==> src/fcd_pkg.sv <==
package fcd_pkg;

	// bus timing, figures in ns, counts derived from the 200 MHz clock
	localparam int FCD_CLK_PERIOD_NS = 5;
	localparam int FCD_T_SETUP_NS = 10;
	localparam int FCD_T_WP_NS = 35;
	localparam int FCD_T_WPH_NS = 30;
	localparam int FCD_T_ACC_NS = 70;
	localparam int FCD_SYNC_STAGES = 2;
	// least times round up, never below one cycle
	localparam int FCD_SETUP_CYC =
		(FCD_T_SETUP_NS + FCD_CLK_PERIOD_NS - 1) / FCD_CLK_PERIOD_NS;
	localparam int FCD_WP_CYC =
		(FCD_T_WP_NS + FCD_CLK_PERIOD_NS - 1) / FCD_CLK_PERIOD_NS;
	localparam int FCD_WPH_CYC =
		(FCD_T_WPH_NS + FCD_CLK_PERIOD_NS - 1) / FCD_CLK_PERIOD_NS;
	localparam int FCD_RD_CYC =
		(FCD_T_ACC_NS + FCD_CLK_PERIOD_NS - 1) / FCD_CLK_PERIOD_NS
		+ FCD_SYNC_STAGES;

	// widths
	localparam int FCD_AW = 21;
	localparam int FCD_DW = 16;

	// unlock addresses, word and byte mode
	localparam logic [20:0] FCD_U1_WORD = 21'h555;
	localparam logic [20:0] FCD_U2_WORD = 21'h2aa;
	localparam logic [20:0] FCD_U1_BYTE = 21'haaa;
	localparam logic [20:0] FCD_U2_BYTE = 21'h555;
	localparam logic [20:0] FCD_QRY_WORD = 21'h55;
	localparam logic [20:0] FCD_QRY_BYTE = 21'haa;
	localparam logic [20:0] FCD_ADDR_ANY = 21'h0;

	// command data bytes
	localparam logic [15:0] FCD_D_UNLOCK1 = 16'haa;
	localparam logic [15:0] FCD_D_UNLOCK2 = 16'h55;
	localparam logic [15:0] FCD_D_RESET = 16'hf0;
	localparam logic [15:0] FCD_D_AUTOSEL = 16'h90;
	localparam logic [15:0] FCD_D_QUERY = 16'h98;
	localparam logic [15:0] FCD_D_PROGRAM = 16'ha0;
	localparam logic [15:0] FCD_D_BYPASS = 16'h20;
	localparam logic [15:0] FCD_D_BYP_EXIT = 16'h0;
	localparam logic [15:0] FCD_D_ERASE_SETUP = 16'h80;
	localparam logic [15:0] FCD_D_CHIP_ERASE = 16'h10;
	localparam logic [15:0] FCD_D_SECT_ERASE = 16'h30;
	localparam logic [15:0] FCD_D_SUSPEND = 16'hb0;
	localparam logic [15:0] FCD_D_RESUME = 16'h30;

	// status bit positions on the data bus
	localparam int FCD_POLL_BIT = 7;
	localparam int FCD_LIMIT_BIT = 5;

	typedef enum logic [3:0] {
		FCD_OP_READ = 4'h0,
		FCD_OP_RESET = 4'h1,
		FCD_OP_AUTOSEL = 4'h2,
		FCD_OP_QUERY = 4'h3,
		FCD_OP_PROGRAM = 4'h4,
		FCD_OP_BYP_ENTER = 4'h5,
		FCD_OP_BYP_PROG = 4'h6,
		FCD_OP_BYP_EXIT = 4'h7,
		FCD_OP_CHIP_ERASE = 4'h8,
		FCD_OP_SECT_ERASE = 4'h9,
		FCD_OP_SECT_ADD = 4'ha,
		FCD_OP_SUSPEND = 4'hb,
		FCD_OP_RESUME = 4'hc,
		FCD_OP_POLL_ERASE = 4'hd
	} fcd_op_type;

	typedef enum logic [1:0] {
		FCD_CYC_END = 2'h0,
		FCD_CYC_WR = 2'h1,
		FCD_CYC_RD = 2'h2
	} fcd_kind_type;

	// one user order
	typedef struct packed {
		fcd_op_type op;
		logic [20:0] addr;
		logic [15:0] data;
		logic byte_mode;
		logic hold;
	} fcd_cmd_type;

	// one bus cycle of a sequence
	typedef struct packed {
		fcd_kind_type kind;
		logic [20:0] addr;
		logic [15:0] data;
	} fcd_cycle_type;

	// flash strobes, address and data drive
	typedef struct packed {
		logic ce_n;
		logic we_n;
		logic oe_n;
		logic [20:0] addr;
		logic [15:0] dq_out;
		logic dq_oe;
	} fcd_pins_type;

	localparam fcd_pins_type FCD_PINS_IDLE = '{ce_n: 1'b1, we_n: 1'b1,
		oe_n: 1'b1, addr: 21'h0, dq_out: 16'h0, dq_oe: 1'b0};

endpackage

==> src/fcd_bus_cycle.sv <==
`timescale 1ns/10ps
module fcd_bus_cycle import fcd_pkg::*; (
	input wire logic clk,
	input wire logic sys_rst,
	input wire logic start,
	input wire logic is_write,
	input wire logic [20:0] addr,
	input wire logic [15:0] wdata,
	input wire logic [15:0] flash_dq_in,
	output fcd_pins_type flash,
	output logic done,
	output logic [15:0] rdata
);

	typedef enum logic [1:0] {
		FCD_BC_IDLE = 2'h0,
		FCD_BC_SETUP = 2'h1,
		FCD_BC_STROBE = 2'h2,
		FCD_BC_HOLD = 2'h3
	} fcd_bc_phase_type;

	typedef struct packed {
		fcd_bc_phase_type phase;
		logic [7:0] cnt;
		logic wr;
		fcd_pins_type pins;
		logic done;
		logic [15:0] rdata;
		logic [15:0] sync1; // only the second stage reads this
		logic [15:0] sync2;
	} fcd_bc_state_type;

	fcd_bc_state_type r;
	fcd_bc_state_type next_r;

	////////////////////////////////////////////////////////////////////////
	// cycle sequencer: address first, strobe later, release in order
	always_comb begin
		next_r = r;
		next_r.done = 1'b0;
		next_r.sync1 = flash_dq_in;
		next_r.sync2 = r.sync1;
		case (r.phase)
			FCD_BC_IDLE: begin
				if (start) begin
					// address and data settle before the strobe falls
					next_r.pins.addr = addr;
					next_r.pins.dq_out = wdata;
					next_r.pins.dq_oe = is_write;
					next_r.pins.ce_n = 1'b0;
					next_r.wr = is_write;
					next_r.cnt = 8'(FCD_SETUP_CYC - 1);
					next_r.phase = FCD_BC_SETUP;
				end
			end
			FCD_BC_SETUP: begin
				if (r.cnt == 8'h0) begin
					// write cycle or read cycle per step kind
					next_r.pins.we_n = ~r.wr;
					next_r.pins.oe_n = r.wr;
					next_r.cnt = r.wr ? 8'(FCD_WP_CYC - 1)
						: 8'(FCD_RD_CYC - 1);
					next_r.phase = FCD_BC_STROBE;
				end else begin
					next_r.cnt = r.cnt - 8'h1;
				end
			end
			FCD_BC_STROBE: begin
				if (r.cnt == 8'h0) begin
					// data stays driven past the rising edge
					next_r.pins.we_n = 1'b1;
					next_r.pins.oe_n = 1'b1;
					if (!r.wr) begin
						next_r.rdata = r.sync2;
					end
					next_r.cnt = 8'(FCD_WPH_CYC - 1);
					next_r.phase = FCD_BC_HOLD;
				end else begin
					next_r.cnt = r.cnt - 8'h1;
				end
			end
			FCD_BC_HOLD: begin
				if (r.cnt == 8'h0) begin
					// recovery also spaces back to back cycles
					next_r.pins.ce_n = 1'b1;
					next_r.pins.dq_oe = 1'b0;
					next_r.done = 1'b1;
					next_r.phase = FCD_BC_IDLE;
				end else begin
					next_r.cnt = r.cnt - 8'h1;
				end
			end
			default: begin
				next_r.phase = FCD_BC_IDLE;
			end
		endcase
	end

	// state register
	always_ff @(posedge clk or posedge sys_rst) begin
		if (sys_rst) begin
			r <= '{phase: FCD_BC_IDLE, cnt: 8'h0, wr: 1'b0,
				pins: FCD_PINS_IDLE, done: 1'b0, rdata: 16'h0,
				sync1: 16'h0, sync2: 16'h0};
		end else begin
			r <= next_r;
		end
	end

	assign flash = r.pins;
	assign done = r.done;
	assign rdata = r.rdata;

endmodule

==> src/fcd_flash_ctrl.sv <==
`timescale 1ns/10ps
// Summary of operation
// - all cycles write, except reads
// - autoselect: two unlock writes and 90, then read
// - program: unlock, A0, then data
// - bypass: enter with 20, A0 plus data
// - erase: six writes, 10 or 30
// - take data from a later read
module fcd_flash_ctrl import fcd_pkg::*; #(
	parameter int POLL_MAX_READS = 1_000_000
) (
	input wire logic clk,
	input wire logic sys_rst,
	input wire logic cmd_valid,
	input fcd_cmd_type cmd,
	output logic cmd_ready,
	output logic rsp_valid,
	output logic [15:0] rsp_data,
	output logic rsp_fail,
	output fcd_pins_type flash,
	output logic flash_byte_n,
	input wire logic [15:0] flash_dq_in
);

	typedef enum logic [2:0] {
		FCD_ST_IDLE = 3'h0,
		FCD_ST_ISSUE = 3'h1,
		FCD_ST_WAIT = 3'h2,
		FCD_ST_POLL = 3'h3,
		FCD_ST_POLL_WAIT = 3'h4,
		FCD_ST_FINAL_WAIT = 3'h5,
		FCD_ST_FAIL_WAIT = 3'h6,
		FCD_ST_RESP = 3'h7
	} fcd_state_type;

	typedef struct packed {
		fcd_state_type state;
		fcd_cmd_type cmd;
		logic [2:0] step;
		logic [31:0] poll_cnt;
		logic limit_seen; // timing-limit bit seen once
		logic bus_start;
		logic bus_write;
		logic [20:0] bus_addr;
		logic [15:0] bus_data;
		logic cmd_ready;
		logic rsp_valid;
		logic [15:0] rsp_data;
		logic rsp_fail;
		logic byte_n;
	} fcd_ctrl_state_type;

	fcd_ctrl_state_type r;
	fcd_ctrl_state_type next_r;
	logic bus_done;
	logic [15:0] bus_rdata;

	////////////////////////////////////////////////////////////////////////
	// step table: the bus cycle at position idx of an order
	function automatic fcd_cycle_type seq_step(input fcd_cmd_type c,
		input logic [2:0] idx);
		fcd_cycle_type y;
		logic [20:0] u1;
		logic [20:0] u2;
		logic [15:0] d;
		y = '{kind: FCD_CYC_END, addr: FCD_ADDR_ANY, data: 16'h0};
		u1 = c.byte_mode ? FCD_U1_BYTE : FCD_U1_WORD;
		u2 = c.byte_mode ? FCD_U2_BYTE : FCD_U2_WORD;
		// byte mode carries no upper data byte
		d = c.byte_mode ? {8'h0, c.data[7:0]} : c.data;
		case (c.op)
			FCD_OP_READ: begin
				if (idx == 3'h0) begin
					y = '{FCD_CYC_RD, c.addr, 16'h0};
				end
			end
			FCD_OP_RESET: begin
				if (idx == 3'h0) begin
					y = '{FCD_CYC_WR, FCD_ADDR_ANY, FCD_D_RESET};
				end
			end
			FCD_OP_QUERY: begin
				if (idx == 3'h0) begin
					y = '{FCD_CYC_WR, c.byte_mode ? FCD_QRY_BYTE
						: FCD_QRY_WORD, FCD_D_QUERY};
				end
			end
			FCD_OP_BYP_PROG: begin
				// two writes inside bypass mode
				case (idx)
					3'h0: y = '{FCD_CYC_WR, FCD_ADDR_ANY, FCD_D_PROGRAM};
					3'h1: y = '{FCD_CYC_WR, c.addr, d};
					default: y.kind = FCD_CYC_END;
				endcase
			end
			FCD_OP_BYP_EXIT: begin
				case (idx)
					3'h0: y = '{FCD_CYC_WR, FCD_ADDR_ANY, FCD_D_AUTOSEL};
					3'h1: y = '{FCD_CYC_WR, FCD_ADDR_ANY,
						FCD_D_BYP_EXIT};
					default: y.kind = FCD_CYC_END;
				endcase
			end
			FCD_OP_SECT_ADD: begin
				if (idx == 3'h0) begin
					// extra sector inside the open window
					y = '{FCD_CYC_WR, c.addr, FCD_D_SECT_ERASE};
				end
			end
			FCD_OP_SUSPEND: begin
				if (idx == 3'h0) begin
					y = '{FCD_CYC_WR, FCD_ADDR_ANY, FCD_D_SUSPEND};
				end
			end
			FCD_OP_RESUME: begin
				if (idx == 3'h0) begin
					y = '{FCD_CYC_WR, FCD_ADDR_ANY, FCD_D_RESUME};
				end
			end
			FCD_OP_POLL_ERASE: begin
				y.kind = FCD_CYC_END;
			end
			default: begin
				// unlocked orders share the two unlock writes
				case (idx)
					3'h0: y = '{FCD_CYC_WR, u1, FCD_D_UNLOCK1};
					3'h1: y = '{FCD_CYC_WR, u2, FCD_D_UNLOCK2};
					3'h2: begin
						y.kind = FCD_CYC_WR;
						y.addr = u1;
						case (c.op)
							FCD_OP_AUTOSEL: y.data = FCD_D_AUTOSEL;
							FCD_OP_PROGRAM: y.data = FCD_D_PROGRAM;
							FCD_OP_BYP_ENTER: y.data = FCD_D_BYPASS;
							default: y.data = FCD_D_ERASE_SETUP;
						endcase
					end
					3'h3: begin
						case (c.op)
							// fourth autoselect cycle reads
							FCD_OP_AUTOSEL: y = '{FCD_CYC_RD, c.addr, 16'h0};
							FCD_OP_PROGRAM: y = '{FCD_CYC_WR, c.addr, d};
							FCD_OP_BYP_ENTER: y.kind = FCD_CYC_END;
							default: y = '{FCD_CYC_WR, u1, FCD_D_UNLOCK1};
						endcase
					end
					3'h4: begin
						if (c.op == FCD_OP_CHIP_ERASE ||
							c.op == FCD_OP_SECT_ERASE) begin
							y = '{FCD_CYC_WR, u2, FCD_D_UNLOCK2};
						end
					end
					3'h5: begin
						if (c.op == FCD_OP_CHIP_ERASE) begin
							y = '{FCD_CYC_WR, u1, FCD_D_CHIP_ERASE};
						end else if (c.op == FCD_OP_SECT_ERASE) begin
							y = '{FCD_CYC_WR, c.addr,
								FCD_D_SECT_ERASE};
						end
					end
					default: y.kind = FCD_CYC_END;
				endcase
			end
		endcase
		return y;
	endfunction

	// orders that end by polling an embedded algorithm
	function automatic logic needs_poll(input fcd_cmd_type c);
		case (c.op)
			FCD_OP_PROGRAM, FCD_OP_BYP_PROG: return 1'b1;
			FCD_OP_CHIP_ERASE, FCD_OP_SECT_ERASE,
			FCD_OP_SECT_ADD: return ~c.hold;
			FCD_OP_POLL_ERASE: return 1'b1;
			default: return 1'b0;
		endcase
	endfunction

	// erase polls for a 1, programs for the true data bit
	function automatic logic poll_target(input fcd_cmd_type c);
		if (c.op == FCD_OP_PROGRAM || c.op == FCD_OP_BYP_PROG) begin
			return c.data[FCD_POLL_BIT];
		end
		return 1'b1;
	endfunction

	////////////////////////////////////////////////////////////////////////
	// order sequencer and polling loop
	always_comb begin
		fcd_cycle_type cyc;
		cyc = seq_step(r.cmd, r.step);
		next_r = r;
		next_r.bus_start = 1'b0;
		next_r.rsp_valid = 1'b0;
		case (r.state)
			FCD_ST_IDLE: begin
				next_r.cmd_ready = 1'b1;
				if (cmd_valid && r.cmd_ready) begin
					next_r.cmd = cmd;
					next_r.byte_n = ~cmd.byte_mode;
					next_r.step = 3'h0;
					next_r.poll_cnt = 32'h0;
					next_r.limit_seen = 1'b0;
					next_r.rsp_fail = 1'b0;
					next_r.cmd_ready = 1'b0;
					next_r.state = FCD_ST_ISSUE;
				end
			end
			FCD_ST_ISSUE: begin
				if (cyc.kind == FCD_CYC_END) begin
					// status is valid once the last write has risen
					next_r.state = needs_poll(r.cmd) ? FCD_ST_POLL
						: FCD_ST_RESP;
				end else begin
					next_r.bus_start = 1'b1;
					next_r.bus_write = (cyc.kind == FCD_CYC_WR);
					next_r.bus_addr = cyc.addr;
					next_r.bus_data = cyc.data;
					next_r.state = FCD_ST_WAIT;
				end
			end
			FCD_ST_WAIT: begin
				if (bus_done) begin
					if (!r.bus_write) begin
						next_r.rsp_data = bus_rdata;
					end
					next_r.step = r.step + 3'h1;
					next_r.state = FCD_ST_ISSUE;
				end
			end
			FCD_ST_POLL: begin
				// poll at the program location or erased sector
				next_r.bus_start = 1'b1;
				next_r.bus_write = 1'b0;
				next_r.bus_addr = r.cmd.addr;
				next_r.poll_cnt = r.poll_cnt + 32'h1;
				next_r.state = FCD_ST_POLL_WAIT;
			end
			FCD_ST_POLL_WAIT: begin
				if (bus_done) begin
					next_r.bus_start = 1'b1;
					if (bus_rdata[FCD_POLL_BIT] == poll_target(r.cmd)) begin
						// other bits may lag: read once more
						next_r.state = FCD_ST_FINAL_WAIT;
					end else if ((bus_rdata[FCD_LIMIT_BIT] && r.limit_seen)
						|| r.poll_cnt == 32'(POLL_MAX_READS)) begin
						// limit bit on two reads in a row, or read budget spent: failed, reset
						next_r.bus_write = 1'b1;
						next_r.bus_addr = FCD_ADDR_ANY;
						next_r.bus_data = FCD_D_RESET;
						next_r.state = FCD_ST_FAIL_WAIT;
					end else begin
						// protected targets just keep us polling a while
						next_r.limit_seen = bus_rdata[FCD_LIMIT_BIT];
						next_r.bus_start = 1'b0;
						next_r.state = FCD_ST_POLL;
					end
				end
			end
			FCD_ST_FINAL_WAIT: begin
				if (bus_done) begin
					next_r.rsp_data = bus_rdata;
					next_r.state = FCD_ST_RESP;
				end
			end
			FCD_ST_FAIL_WAIT: begin
				if (bus_done) begin
					next_r.rsp_fail = 1'b1;
					next_r.state = FCD_ST_RESP;
				end
			end
			FCD_ST_RESP: begin
				next_r.rsp_valid = 1'b1;
				next_r.cmd_ready = 1'b1;
				next_r.state = FCD_ST_IDLE;
			end
			default: begin
				next_r.state = FCD_ST_IDLE;
			end
		endcase
	end

	// state register
	always_ff @(posedge clk or posedge sys_rst) begin
		if (sys_rst) begin
			r <= '{state: FCD_ST_IDLE, cmd: '0, step: 3'h0,
				poll_cnt: 32'h0, limit_seen: 1'b0, bus_start: 1'b0,
				bus_write: 1'b0, bus_addr: 21'h0, bus_data: 16'h0,
				cmd_ready: 1'b0, rsp_valid: 1'b0, rsp_data: 16'h0,
				rsp_fail: 1'b0, byte_n: 1'b1};
		end else begin
			r <= next_r;
		end
	end

	////////////////////////////////////////////////////////////////////////
	// pin timing engine
	fcd_bus_cycle u_bus (
		.clk(clk),
		.sys_rst(sys_rst),
		.start(r.bus_start),
		.is_write(r.bus_write),
		.addr(r.bus_addr),
		.wdata(r.bus_data),
		.flash_dq_in(flash_dq_in),
		.flash(flash),
		.done(bus_done),
		.rdata(bus_rdata)
	);

	assign cmd_ready = r.cmd_ready;
	assign rsp_valid = r.rsp_valid;
	assign rsp_data = r.rsp_data;
	assign rsp_fail = r.rsp_fail;
	assign flash_byte_n = r.byte_n;

endmodule

==> config.mk <==
export PLATFORM = sky130hd
export DESIGN_NAME = fcd_flash_ctrl
export DESIGN_NICKNAME = d
export VERILOG_FILES = /design/src/fcd_pkg.sv /design/src/fcd_bus_cycle.sv /design/src/fcd_flash_ctrl.sv
export SDC_FILE = /design/constraint.sdc
export NUM_CORES = 1
export LEC_CHECK = 0
export BUFFER_PORTS_ARGS = -buffer_cell sky130_fd_sc_hd__buf_2
export CORE_MARGIN = 5
export CORE_UTILIZATION = 51
export DETAILED_ROUTE_END_ITERATION = 6
export PLACE_DENSITY = 0.73
export SETUP_SLACK_MARGIN = 0.1
export SYNTH_ARGS = -nofsm -noshare
export SYNTH_HDL_FRONTEND = slang
export SYNTH_HIERARCHICAL = 1
export SYNTH_SLANG_ARGS = --single-unit
==> constraint.sdc <==
create_clock -name clk -period 5.6 [get_ports clk]
set_input_delay 0.28 -clock clk [delete_from_list [all_inputs] [get_ports clk]]
set_output_delay 0.28 -clock clk [all_outputs]
set_load 0.02 [all_outputs]
# == After elaboration in Yosys (flattened, before gate mapping) ==
# Cells that the tools add are included.
# classes
mux,80
n_eq_ne,47
n_bitwise,3
n_reduce_logical,42
addsub,3
# op_table
op,n
$pmux W37 S9,1
$mux W38,8
$pmux W37 S6,1
$mux W39,3
$pmux W37 S3,1
$mux W82,1
$mux W40,2
$pmux W37 S2,1
$pmux W23 S3,1
$mux W16,4
$pmux W16 S2,2
$pmux W32 S2,1
$mux W8,5
$pmux W10 S4,1
$add A32 B1 Y32 const B,1
$eq A32 B20 Y1 const B,1
$eq A4 B4 Y1 const B,6
$mux W12,2
$mux W3,8
$pmux W8 S3,1
$pmux W3 S7,1
$eq A3 B3 Y1 const B,6
$reduce_bool A2 Y1,9
$eq A4 B3 Y1 const B,4
34 further kinds,104
# totals
reg_bits,242
out_inout_bits,61
input_bits,62
elab_cells,206

# == Logic depth before layout (Yosys ltp) ==
# logic_depth
ltp_word,12
depth_mapped,12
mapped_depth_nobuf,9

# == Hierarchy ==
# The synthesis kept the hierarchy.
# by_module_without_submodules
module,seq_area_each_um2,cells_each,area_each_um2,instances
fcd_flash_ctrl,3529.6,787,7314.5,1
fcd_bus_cycle,2531.2,312,4241.6,1

# == Least setup slack after synthesis ==
# No wires, ideal clock.
# synth_timing
kind,reg-to-reg
startpoint,register r[92] (netlist name)
endpoint,register r[24] (netlist name)
required_ns,5.475
synth_period_minus_slack_ns,2.393
arrival_ns,2.268
setup_ns,0.125
path_slack_ns,3.207
path_buffers,2
path_stages_with_launch,12
cell_sequence,dfrtp_1 > inv_1 > ha_1 > buf_4 > nor2b_1 > buf_4 > o221ai_1 > a22oi_1 > a21oi_2 > nand2b_1 > a21oi_4 > mux2_2

==> results by group <==
Status
  – Run status: complete, no violations

Timing
  – Hold Violations, Final: 0
  – Worst hold margin: 0.2389 ns
  – Setup Viol. Count Final: 0
  – Period utilization: 0.6213
  – Fmax: 287.4 MHz
  – Post-route minimum period: 3.479 ns
  – Clock Skew: 0.01273 ns
  – Worst setup margin: 2.121 ns
  – Worst slew pin tran: 1.031 ns
  – Setup repair after global routing missed its margin: no
  – Worst slew margin: 0.3102
  – Final slew viol count: 0
  – Setup_tns: 0 ns

Die
  – Die width: 160.5 um
  – Die footprint: 25770 um2
  – Placement Rows: 55
  – Io pins: 123
  – Initial Util: 0.5135
  – Chip height: 160.5 um
  – Core region area: 22500 um2

Setup path
  – Worst setup EP type: flip-flop
  – Worst-path fanout max: 16
  – Delay-heaviest family, CP: compound AO/OA/AOI/OAI gates
  – Arrival @ worst endpoint: 3.89 ns
  – Crit path kind: reg -> reg
  – Worst EP required: 6.01 ns
  – Buffers & Inverters on Critical Path: 1
  – Slowest cell on crit path: nor2b_1
  – CP cell instances: inv_1, ha_1, nor2b_1, o221ai_1, a22oi_1, a21oi_2, nand2b_1, a21oi_4, mux2_2
  – Max stage delay on crit path: 0.60 ns
  – Crit path launch type: flip-flop

CTS
  – CTS buffer count: 25
  – H-tree Lvls: 1
  – Clock slew at reported path FFs: 0.06 ns
  – Clock Sink Count: 242
  – Clock root buffer: clkbuf_16
  – Worst-skew pair later-pin latency: 0.53 ns
  – TritonCTS clock tree: built
  – Post-CTS Setup Inserts: 0
  – CTS Buffer Depth: 3

Min path
  – Min-Delay Path Class: in -> reg

GRT
  – Global-route wire length before repair: 42210 um
  – GRT overflow: 0
  – Vias in the first global route: 8151
  – Initial antenna violation count: 0
  – Total track usage: 0.1952
  – Largest net degree at the start of global routing: 78

Cells and area
  – N_diodes: 0
  – P&R area growth vs syn: 13.80%
  – Fill cells: 1857
  – Layout cell share with drive strength beyond 1: 0.2338
  – Final Instance Area: 13150 um2
  – Nets: 1263

Power
  – LEAKAGE: 0.006236 uW
  – PD cells: 526.5 nW/um2
  – Max VDD drop: 244.6 uV

Logic synthesis
  – Distinct cell type count after synthesis: 89
  – Top cells by count, synth: dfrtp_1 (238), nand2_1 (208), buf_4 (77)
  – Ys Warns: 6
  – Yosys reg bits: 242
  – Syn avg cell area: 10.52 um2
  – Post-synthesis sequential area ratio: 0.5245
  – Post-synth EDFFs: 0
  – Synthesized area: 11560 um2
  – Yosys top cell area share: 0.5154
  – Asr flop ratio synth: 1.000
  – Synthesized net count: 1174
  – Area contributors post-synth: dfrtp_1 (52%), mux2_2 (7.1%), nand2_1 (6.8%)
  – Most frequent cell after synthesis: dfrtp_1
  – Most common flop cell mapped by yosys: dfrtp_1
  – Mapped Cells: 1099
  – Yosys top cell by area: dfrtp_1

Job
  – Max-cap violation count: 0

Placed design
  – DP Area: 11740 um2
  – Port Buffers: 122
  – Dpl hpwl: 17160 um
  – Routability cong.: 0.9257
  – Pre-CTS WS: 2.197 ns

Drt
  – Routed len/inst: 16.97 um
  – Via count: 8209
  – DRT antenna net count: 0
  – Number of DRC markers in iteration 0: 659
  – Drt pass-1 iters: 5
  – Total Wirelength: 25240 um
  – Vias per inst: 5.521
  – Residual DRC: 0
==> per-layer routing <==
layer | GRT usage | routed length, um | vias to the layer above
met1 | 0.2741 | 11320 | 4049
met5 | 0 | 0 | -
met3 | 0.03156 | 1269 | 35
met2 | 0.3239 | 12190 | 205
li1 | - | - | 3920
met4 | 0.04028 | 457 | 0
==> what timing repair did <==
action / 4_1_cts / 5_1_grt
resized for setup: 0 / 0
endpoints found under the hold margin: 167 / 0
hold buffers: 60 / 0
==> through the flow <==
step                utilization  cells  total power, uW
finish                   0.5844   1487             6924
global route             0.5844   1487             7367
CTS                      0.5844   1487             6956
detailed placement       0.5218   1386             5258
global placement         0.5218   1386             5181
floorplan                     -   1099             4895
==> kinds of logic (layout without fill, tap and decap cells) <==
logic type,Yosys count,in the layout,share of synthesized area
fa+ha+maj,13,13,0.01408
flops,242,242,0.5245
xor+xnor,7,7,0.005305
buf+inv,160,263,0.08359
simple gates,392,392,0.1645
mux,94,94,0.08976
compound gates,191,191,0.1183
==> cells in the final DEF (no fill, tap or decap), drive strengths merged, types with 4 or more instances in the layout <==
cell	instances
dfrtp	238
nor2	41
o21a	4
nor3b	6
or3b	5
nor4	7
ha	13
o41ai	4
nor4b	7
o22ai	8
xnor2	4
mux2i	17
a22o	11
a21o	5
nand3	31
and2	5
and3	9
a22oi	6
inv	37
o21ai	46
a21oi	42
nand2b	13
o31ai	14
a211oi	6
nand2	208
mux2	77
clkbuf	35
o211ai	11
nor2b	11
nand4	11
dfstp	4
buf	127
nor3	21
dlygate4sd3	60
a31oi	8
==> registers in the layout, summed over array words and instances (netlist names) <==
register and flops:
r 121, u_bus/flash 41, u_bus/r 27, rsp_data 16, u_bus/next_r 16, u_bus/rdata 16
cmd_ready 1, flash_byte_n 1, rsp_fail 1, rsp_valid 1, u_bus/done 1
==> area by class of cell <==
type / instances / area, um2 / area share
Sequential cell: 242 / 6061 / 0.4608
Multi-Input combinational cell: 697 / 4538 / 0.3451
Timing Repair Buffer: 187 / 1249 / 0.09495
Clock buffer: 35 / 703.2 / 0.05347
Tap cell: 285 / 356.6 / 0.02711
Inverter: 35 / 138.9 / 0.01056
Clock inverter: 6 / 105.1 / 0.007992
==> path summary, 6_finish.rpt <==
check / from / to / depth (start not counted) / slack (ns)
max: r[92]$_DFFE_PP0P_ / r[24]$_DFFE_PP0P_ / 9 / 2.12
min: cmd_valid / rsp_fail$_DFFE_PP0P_ / 4 / 0.24
max reg2reg: r[92]$_DFFE_PP0P_ / r[24]$_DFFE_PP0P_ / 9 / 2.12
min reg2reg: u_bus/next_r[5]$_DFF_PP0_ / u_bus/r[5]$_DFF_PP0_ / 0 / 0.34
max in group asynchronous: sys_rst / r[54]$_DFFE_PP0P_ / 4 / 3.77
min in group asynchronous: sys_rst / u_bus/rdata[4]$_DFFE_PP0P_ / 3 / 0.37
==> worst register-to-register path: stages, from the launching register on <==
cell and delay (ns):
dfrtp_1 0.43, inv_1 0.10, ha_1 0.36, nor2b_1 0.60, o221ai_1 0.30, a22oi_1 0.29, a21oi_2 0.12, nand2b_1 0.19
a21oi_4 0.57, mux2_2 0.41
==> where the power goes <==
group	internal [uW]	switching [uW]
Combinational	1030	1480
Sequential	2270	498
Clock	969	670
Note: power is estimated with default switching activity, not from simulation.
